`config.mk`:
```
export PLATFORM = sky130hd
export DESIGN_NAME = msrp_status_reset
export DESIGN_NICKNAME = d
export VERILOG_FILES = /design/src/msrp_pkg.sv /design/src/msrp_status_reset.sv
export SDC_FILE = /design/constraint.sdc
export NUM_CORES = 1
export LEC_CHECK = 0
export ABC_CLOCK_PERIOD_IN_PS = 2500
export BUFFER_PORTS_ARGS = -buffer_cell sky130_fd_sc_hd__buf_2
export CAP_MARGIN = 20
export CORE_MARGIN = 4
export CORE_UTILIZATION = 31
export CTS_CLUSTER_DIAMETER = 150
export DETAILED_ROUTE_END_ITERATION = 8
export PLACE_DENSITY = 0.48
export SLEW_MARGIN = 10
export SYNTH_ARGS = -nofsm -noshare
export SYNTH_HDL_FRONTEND = slang
export SYNTH_SLANG_ARGS = --single-unit
```
`constraint.sdc`:
```
create_clock -name i_mclk -period 2.5 [get_ports i_mclk]
set_input_delay 0.625 -clock i_mclk [delete_from_list [all_inputs] [get_ports i_mclk]]
set_output_delay 0.625 -clock i_mclk [all_outputs]
set_load 0.01 [all_outputs]
```
`src/msrp_pkg.sv`:
```
// Function
// - at power-on emit a ready pulse shorter than 200 ms, then return low.
// - after successful power-on drive the ready output high.
// - drive the ready output low before the module powers off.
// - burst indicator low during each transmit burst, high otherwise, high at reset.
// - low time is lead plus 0.577 ms per slot plus lag.
// - repeated bursts toggle the indicator at about 216 Hz.
// - at power-up hold internal reset for a 38 ms cancellation time.
// - an undriven reset input reads as inactive high.
// - reset input low means reset active, high means inactive.
package msrp_pkg;
    localparam int unsigned CLK_MHZ = 250;
    // times in their own unit, counts derived from the clock rate
    localparam int unsigned READY_PULSE_MS = 150;
    localparam int unsigned RESET_CANCEL_MS = 38;
    localparam int unsigned SLOT_NS = 577000;
    localparam int unsigned LEAD_US = 18;
    localparam int unsigned LAG_US = 11;
    localparam int unsigned FRAME_HZ = 216;
    localparam int unsigned READY_PULSE_CYC = READY_PULSE_MS * 1000 * CLK_MHZ;
    localparam int unsigned RESET_CANCEL_CYC = RESET_CANCEL_MS * 1000 * CLK_MHZ;
    localparam int unsigned SLOT_CYC = SLOT_NS * CLK_MHZ / 1000;
    localparam int unsigned LEAD_CYC = LEAD_US * CLK_MHZ;
    localparam int unsigned LAG_CYC = LAG_US * CLK_MHZ;
    localparam int unsigned FRAME_CYC = CLK_MHZ * 1000000 / FRAME_HZ;
    localparam logic [2:0] SLOTS_RESET = 3'h1;

    typedef enum logic [2:0] {
        MSRP_CANCEL, MSRP_PULSE, MSRP_BOOT, MSRP_READY, MSRP_OFF
    } msrp_state_type;

    typedef enum logic [1:0] {
        MSRP_IDLE, MSRP_LEAD, MSRP_SLOTS, MSRP_LAG
    } msrp_burst_type;

    typedef struct packed {
        logic [1:0] rst_sync;
        msrp_state_type state;
        logic [31:0] timer;
        logic ready;
        msrp_burst_type burst;
        logic [31:0] btimer;
        logic [2:0] slots_left;
        logic [31:0] frame_cnt;
        logic tx_ind_n;
        logic core_rst_n;
    } msrp_regs_type;

    // synchroniser starts high so the pulled-up pin shows no false reset
    localparam msrp_regs_type REGS_RESET = '{
        rst_sync: 2'h3, state: MSRP_CANCEL, timer: 32'h0, ready: 1'b0, burst: MSRP_IDLE,
        btimer: 32'h0, slots_left: 3'h0, frame_cnt: 32'h0, tx_ind_n: 1'b1, core_rst_n: 1'b0
    };
endpackage : msrp_pkg

```
`src/msrp_status_reset.sv`:
```
module msrp_status_reset #(
    parameter int unsigned CANCEL_CYC = msrp_pkg::RESET_CANCEL_CYC,
    parameter int unsigned PULSE_CYC = msrp_pkg::READY_PULSE_CYC,
    parameter int unsigned SLOT_CYC = msrp_pkg::SLOT_CYC,
    parameter int unsigned FRAME_CYC = msrp_pkg::FRAME_CYC
) (
    input wire logic i_mclk,
    input wire logic i_nrst,
    input wire logic i_reset_pin_n,
    input wire logic i_boot_done,
    input wire logic i_power_off_req,
    input wire logic i_tx_enable,
    input wire logic [2:0] i_tx_slots,
    output logic o_module_ready_ind,
    output logic o_tx_burst_ind_n,
    output logic o_core_rst_n
);
    msrp_pkg::msrp_regs_type r_reg;
    msrp_pkg::msrp_regs_type r_next;
    logic int_rst;

    ////////////////////////////////////////////////////////////////////////
    // internal reset: power-on reset or synchronised emergency pin
    // the pad pull-up keeps an undriven pin high, so the bench drives 1 by default
    assign int_rst = r_reg.state == msrp_pkg::MSRP_CANCEL;

    always_comb begin
        r_next = r_reg;
        r_next.rst_sync = {r_reg.rst_sync[0], i_reset_pin_n};
        r_next.timer = r_reg.timer + 32'h1;
        case (r_reg.state)
            msrp_pkg::MSRP_CANCEL: begin
                r_next.ready = 1'b0;
                if (r_reg.timer >= CANCEL_CYC - 1) begin
                    r_next.state = msrp_pkg::MSRP_PULSE;
                    r_next.timer = 32'h0;
                    r_next.ready = 1'b1;
                end
            end
            msrp_pkg::MSRP_PULSE: begin
                if (r_reg.timer >= PULSE_CYC - 1) begin
                    r_next.state = msrp_pkg::MSRP_BOOT;
                    r_next.ready = 1'b0;
                end
            end
            msrp_pkg::MSRP_BOOT: begin
                if (i_boot_done) begin
                    r_next.state = msrp_pkg::MSRP_READY;
                    r_next.ready = 1'b1;
                end
            end
            msrp_pkg::MSRP_READY: begin
                if (i_power_off_req) begin
                    r_next.state = msrp_pkg::MSRP_OFF;
                    r_next.ready = 1'b0;
                end
            end
            msrp_pkg::MSRP_OFF: r_next.ready = 1'b0;
            default: r_next.state = msrp_pkg::MSRP_CANCEL;
        endcase
        if (r_reg.state != msrp_pkg::MSRP_PULSE && r_reg.state != msrp_pkg::MSRP_CANCEL) begin
            r_next.timer = r_reg.timer;
        end

        ////////////////////////////////////////////////////////////////////
        // transmit burst: one burst per frame while enabled in the ready state
        r_next.frame_cnt = (r_reg.frame_cnt >= FRAME_CYC - 1) ? 32'h0 : r_reg.frame_cnt + 32'h1;
        r_next.btimer = r_reg.btimer + 32'h1;
        case (r_reg.burst)
            msrp_pkg::MSRP_IDLE: begin
                r_next.tx_ind_n = 1'b1;
                // starts only on frame boundary, which sets the 216 Hz rate
                if (i_tx_enable && r_reg.state == msrp_pkg::MSRP_READY
                        && r_reg.frame_cnt == 32'h0) begin
                    r_next.burst = msrp_pkg::MSRP_LEAD;
                    r_next.btimer = 32'h0;
                    r_next.tx_ind_n = 1'b0;
                    r_next.slots_left = (i_tx_slots == 3'h0) ? msrp_pkg::SLOTS_RESET : i_tx_slots;
                end
            end
            msrp_pkg::MSRP_LEAD: if (r_reg.btimer >= msrp_pkg::LEAD_CYC - 1) begin
                r_next.burst = msrp_pkg::MSRP_SLOTS;
                r_next.btimer = 32'h0;
            end
            msrp_pkg::MSRP_SLOTS: if (r_reg.btimer >= SLOT_CYC - 1) begin
                r_next.btimer = 32'h0;
                r_next.slots_left = r_reg.slots_left - 3'h1;
                if (r_reg.slots_left == 3'h1) begin
                    r_next.burst = msrp_pkg::MSRP_LAG;
                end
            end
            msrp_pkg::MSRP_LAG: if (r_reg.btimer >= msrp_pkg::LAG_CYC - 1) begin
                r_next.burst = msrp_pkg::MSRP_IDLE;
                r_next.tx_ind_n = 1'b1;
            end
            default: r_next.burst = msrp_pkg::MSRP_IDLE;
        endcase

        if (!r_reg.rst_sync[1]) begin
            r_next.state = msrp_pkg::MSRP_CANCEL;
            r_next.timer = 32'h0;
            r_next.ready = 1'b0;
        end
        if (int_rst || !r_reg.rst_sync[1]) begin
            r_next.burst = msrp_pkg::MSRP_IDLE;
            r_next.tx_ind_n = 1'b1;
        end
        // registered so the core reset output carries no decode glitch
        r_next.core_rst_n = r_next.state != msrp_pkg::MSRP_CANCEL;
    end

    always_ff @(posedge i_mclk) begin
        if (!i_nrst) begin
            r_reg <= msrp_pkg::REGS_RESET;
        end else begin
            r_reg <= r_next;
        end
    end

    assign o_module_ready_ind = r_reg.ready;
    assign o_tx_burst_ind_n = r_reg.tx_ind_n;
    assign o_core_rst_n = r_reg.core_rst_n;

    ////////////////////////////////////////////////////////////////////////
    // power sequence and internal reset
    a_cancel_hold: assert property (@(posedge i_mclk) disable iff (!i_nrst)
        r_reg.state == msrp_pkg::MSRP_CANCEL && r_reg.timer < CANCEL_CYC - 1
        |=> r_reg.state == msrp_pkg::MSRP_CANCEL || !$past(r_reg.rst_sync[1]))
        else $error("internal reset released early");

    a_release_sync: assert property (@(posedge i_mclk) disable iff (!i_nrst)
        $rose(o_core_rst_n)
        |-> $past(r_reg.rst_sync[1]) && $past(r_reg.timer) == CANCEL_CYC - 1)
        else $error("internal reset released off count");

    a_rst_quiet: assert property (@(posedge i_mclk) disable iff (!i_nrst)
        int_rst
        |-> !o_module_ready_ind && o_tx_burst_ind_n && !o_core_rst_n)
        else $error("outputs active during internal reset");

    a_pin_reset: assert property (@(posedge i_mclk) disable iff (!i_nrst)
        !i_reset_pin_n ##1 !i_reset_pin_n
        |=> ##1 !o_core_rst_n)
        else $error("reset pin low not honoured");

    a_ready_pin: assert property (@(posedge i_mclk) disable iff (!i_nrst)
        !r_reg.rst_sync[1]
        |=> !o_module_ready_ind && !o_core_rst_n)
        else $error("synchronised pin low left outputs up");

    a_sync_fall: assert property (@(posedge i_mclk) disable iff (!i_nrst)
        $fell(r_reg.rst_sync[0])
        |=> !r_reg.rst_sync[1])
        else $error("pin synchroniser skipped a stage");

    // ready indicator
    a_pulse_rise: assert property (@(posedge i_mclk) disable iff (!i_nrst)
        $rose(o_module_ready_ind) && $past(r_reg.state) == msrp_pkg::MSRP_CANCEL
        |-> r_reg.state == msrp_pkg::MSRP_PULSE)
        else $error("ready pulse mis-timed");

    a_pulse_short: assert property (@(posedge i_mclk) disable iff (!i_nrst)
        r_reg.state == msrp_pkg::MSRP_PULSE
        |-> r_reg.timer < PULSE_CYC)
        else $error("ready pulse too long");

    a_pulse_end: assert property (@(posedge i_mclk) disable iff (!i_nrst)
        r_reg.state == msrp_pkg::MSRP_PULSE && r_reg.timer == PULSE_CYC - 1
        && r_reg.rst_sync[1] |=> !o_module_ready_ind)
        else $error("ready pulse did not end");

    a_boot_low: assert property (@(posedge i_mclk) disable iff (!i_nrst)
        r_reg.state == msrp_pkg::MSRP_BOOT
        |-> !o_module_ready_ind)
        else $error("ready high while booting");

    a_ready_up: assert property (@(posedge i_mclk) disable iff (!i_nrst)
        r_reg.state == msrp_pkg::MSRP_BOOT && i_boot_done && r_reg.rst_sync[1]
        |=> o_module_ready_ind)
        else $error("ready not raised after boot");

    a_ready_off: assert property (@(posedge i_mclk) disable iff (!i_nrst)
        r_reg.state == msrp_pkg::MSRP_OFF
        |-> !o_module_ready_ind)
        else $error("ready high while off");

    a_off_final: assert property (@(posedge i_mclk) disable iff (!i_nrst)
        r_reg.state == msrp_pkg::MSRP_OFF && r_reg.rst_sync[1]
        |=> r_reg.state == msrp_pkg::MSRP_OFF)
        else $error("left power-off without reset");

    // transmit burst indicator
    a_idle_high: assert property (@(posedge i_mclk) disable iff (!i_nrst)
        r_reg.burst == msrp_pkg::MSRP_IDLE
        |-> o_tx_burst_ind_n)
        else $error("indicator low with no burst");

    a_burst_low: assert property (@(posedge i_mclk) disable iff (!i_nrst)
        r_reg.burst != msrp_pkg::MSRP_IDLE
        |-> !o_tx_burst_ind_n)
        else $error("indicator high during burst");

    a_burst_start: assert property (@(posedge i_mclk) disable iff (!i_nrst)
        r_reg.burst == msrp_pkg::MSRP_IDLE && i_tx_enable && r_reg.state == msrp_pkg::MSRP_READY
        && r_reg.frame_cnt == 32'h0 && r_reg.rst_sync[1] |=> !o_tx_burst_ind_n)
        else $error("burst did not start on frame");

    a_burst_gate: assert property (@(posedge i_mclk) disable iff (!i_nrst)
        r_reg.burst == msrp_pkg::MSRP_IDLE && !(i_tx_enable && r_reg.frame_cnt == 32'h0
        && r_reg.state == msrp_pkg::MSRP_READY) |=> o_tx_burst_ind_n)
        else $error("burst started off frame or outside ready");

    a_lead_start: assert property (@(posedge i_mclk) disable iff (!i_nrst)
        $rose(r_reg.burst == msrp_pkg::MSRP_LEAD)
        |-> r_reg.btimer == 32'h0 && $past(r_reg.frame_cnt) == 32'h0)
        else $error("lead phase began off frame");

    a_lead_len: assert property (@(posedge i_mclk) disable iff (!i_nrst)
        $rose(r_reg.burst == msrp_pkg::MSRP_SLOTS)
        |-> $past(r_reg.btimer) == msrp_pkg::LEAD_CYC - 1)
        else $error("lead time wrong");

    a_slot_count: assert property (@(posedge i_mclk) disable iff (!i_nrst)
        r_reg.burst == msrp_pkg::MSRP_SLOTS && r_reg.btimer >= SLOT_CYC - 1
        && r_reg.slots_left != 3'h1 && r_reg.rst_sync[1]
        |=> r_reg.burst == msrp_pkg::MSRP_SLOTS && r_reg.slots_left == $past(r_reg.slots_left) - 3'h1)
        else $error("slot count wrong");

    a_lag_end: assert property (@(posedge i_mclk) disable iff (!i_nrst)
        r_reg.burst == msrp_pkg::MSRP_LAG && r_reg.btimer >= msrp_pkg::LAG_CYC - 1
        |=> o_tx_burst_ind_n)
        else $error("indicator low after lag");

    a_frame_wrap: assert property (@(posedge i_mclk) disable iff (!i_nrst)
        r_reg.frame_cnt >= FRAME_CYC - 1
        |=> r_reg.frame_cnt == 32'h0)
        else $error("frame counter overran");
endmodule : msrp_status_reset

```
==> metrics.txt <==
gp weighted congestion 0.791; # setup viols final 0; DR WL/cell 12.2 µm; post-route clock period utilization 0.939; top-level port count 12; Final Hold Fails 0; Initial Util 0.319; TritonCTS buffer count 9; layout net count 658; family with the most delay on the worst path simple AND/OR/NAND/NOR gates; initial antenna violation count 0; reg2reg start r_reg[7]; area delta synth->final 13.7%; total track usage 0.121; setup TNS 0 ns; LEAKAGE 2.00 nW; # fillers 1711; max FFs per register 105; WP data required 2.75 ns; Power Dens Cells 565 nW/µm²; Hold Path Class flip-flop to flip-flop; num rows 46; Post-synth ARST share 0; area post-placement 5500 µm²; Final ANT Viol Nets 0; die area 18600 µm²; Worst path max stage delay 0.56 ns; final instance area 5800 µm²; DR vias 4046; clk slew on worst S/H paths 0.08 ns; fin crit period 2.35 ns; unrepaired setup endpoints after global routing no; Worst Setup Path Type flip-flop to flip-flop; Synth Area per Inst 8.31 µm²; Post-DP HPWL 7680 µm; DIE HEIGHT 136 µm; H-tree depth 3; Port Buffer Count 11; Worst-Margin Slew 0.504 ns; run status completed; M1 GR Usage 0.159; Ant. Diodes 0; largest net degree at the start of global routing 22; WHS Endpoint r_reg[108]; switching share of power 0.238; Die W 136 µm; clk sinks 109; number of global-route vias before repair 3903; Worst path slowest cell or4b_4; Setup Fix Bufs, Post-CTS 0; capturing point of the worst reg2reg path r_reg[52]; number of max-cap violations 0; Reg power frac 0.538; maximum VDD drop 0.343 mV; GR Layer Usage met2 0.193; Pint 2.50 mW; R2R depth 7; cells along the critical path or3_1 -> or3_4 -> or4b_4 -> and4_4 -> nand2_4 -> buf_12 -> nor2_1; Hold Buf Count CTS 0; combinational share of power 0.023; CTS max path bufs 2; startpoint types flip-flop; critical path data arrival time 2.59 ns; Crit path buffers/inverters 1; 1st-iter DRT viols 204; synthesized cell area 5100 µm²; Worst-Skew Late Latency 0.36 ns; residual DRC count 0; core area 16000 µm²; sequential-to-total area share from yosys stat 0.428; synthesized flop and latch total 109; Crit Path Max Fanout 15; commonest register cell after synthesis dfxtp_1; switching power 0.781 mW; Yosys top cell by area dfxtp_1; CP Capture Type flip-flop; CTS tree yes; Slew Limit Headroom 0.661; vias per cell 4.70; total gr overflow 0; Setup Skew 0.0108 ns; Post-synth EDFFs 0; cells after synthesis 614; depth of the worst hold-timing path 1; root buf cell clkbuf_16; library cells used by synthesis 54; R2R setup slack 0.15 ns; first-pass GRT wire length 18300 µm; share of layout cells above drive strength 1 0.0868; largest cells by area after synthesis dfxtp_1 (43%), nor2_1 (9.5%), xnor2_1 (7.6%), xor2_1 (5.7%), nand2_1 (3.8%); number of gates resized after CTS 0; clock power share 0.438; YS warnings 0; min-delay src r_next[108]; grt met3 use 0.0326; Routed WL 10500 µm; share of the synthesized area in the top cell type 0.428; count of pins over their slew limit 0; fmax 426 MHz; GR peak layer met2; First-pass DRT Iterations 4
[power by group through the flow]
| stage | sequential [mW] | clock, mW | combinational, mW |
|---|---|---|---|
| finish | 1.76 | 1.44 | 0.0764 |
| global placement | 1.80 | 0 | 0.0769 |
| floorplan | 1.80 | 0 | 0.0530 |
| CTS | 1.76 | 1.51 | 0.0779 |
| global route | 1.77 | 1.56 | 0.0877 |
| detailed placement | 1.81 | 0 | 0.0776 |
[per-layer routing]
layer | part of all wire | up-vias
met3 | 0.030 | 12
li1 | - | 2126
met4 | 0.015 | 0
met5 | 0 | -
met2 | 0.46 | 44
met1 | 0.50 | 1864
[through the flow]
| stage | instances | util | setup WS, ns | hold WS (ns) | power, mW |
|---|---|---|---|---|---|
| finish | 861 | 0.363 | 0.154 | 0.411 | 3.28 |
| global placement | 845 | 0.344 | 0.113 | 0.391 | 1.88 |
| detailed placement | 845 | 0.344 | 0.103 | 0.394 | 1.88 |
| CTS | 861 | 0.363 | 0.141 | 0.415 | 3.35 |
| global route | 861 | 0.363 | 0.0619 | 0.430 | 3.42 |
| floorplan | 624 | - | 0.289 | 0.386 | 1.85 |
[kinds of logic after synthesis]
group,count (synthesis),share of synthesized area
xor gates and xnor gates,77,0.132
DFF,109,0.428
adders and majority gates,9,0.0221
AOI/OAI and AO/OA,58,0.0787
buffers and inverters,42,0.0360
other,1,0.000735
and+or+nand+nor,318,0.303
[cell usage after synthesis, drive strengths merged (2+ instances only)]
master	number
xnor2	44
or4	2
o21ai	10
o41ai	3
or2	2
xor2	33
nor2	129
clkbuf	14
a2bb2oi	2
and2	5
a31oi	4
o2111ai	2
and4	7
nand3	24
o211ai	2
o2111a	2
o31ai	4
and3	22
buf	6
nand4	22
ha	9
nor3b	2
nor3	13
inv	22
nor2b	5
dfxtp	109
nand2	53
nand2b	6
or3	10
a221oi	2
nor4	14
a21oi	15
[layout by cell type (no fill, tap or decap), types with 6 or more instances in the layout]
cell type	instances
nor2_1	129
dfxtp_1	109
nand2_1	52
xnor2_1	44
xor2_1	33
nand3_1	24
inv_1	22
nand4_1	22
and3_1	18
a21oi_1	15
nor4_1	14
nor3_1	12
buf_4	12
buf_2	11
conb_1	11
or3_1	9
o21ai_0	9
ha_1	9
clkbuf_16	9
and4_1	6
nand2b_1	6
[how the worst max path moves through the flow]
stage | from | endpoint | slack [ns] | cells after the start
4_1_cts | r_reg[7] | r_reg[58] | 0.14 | 7
3_5_place_dp | i_tx_enable | r_reg[63] | 0.10 | 8
5_1_grt | r_reg[7] | r_reg[41] | 0.06 | 7
2_1_floorplan | i_tx_enable | r_reg[36] | 0.29 | 5
6_report | r_reg[7] | r_reg[52] | 0.15 | 7
3_3_place_gp | i_tx_enable | r_reg[61] | 0.11 | 8
[layout make-up]
type,instances,area (µm²),share of cell area
inverter,22,82.6,0.0142
clock buffer,9,225,0.0388
multi-input combinational,473,2780,0.479
clock inverter,7,78.8,0.0136
timing repair buffer,25,185,0.0319
sequential,109,2180,0.376
tap,216,270,0.0466
No activity file was read; power rests on OpenSTA's default activity.
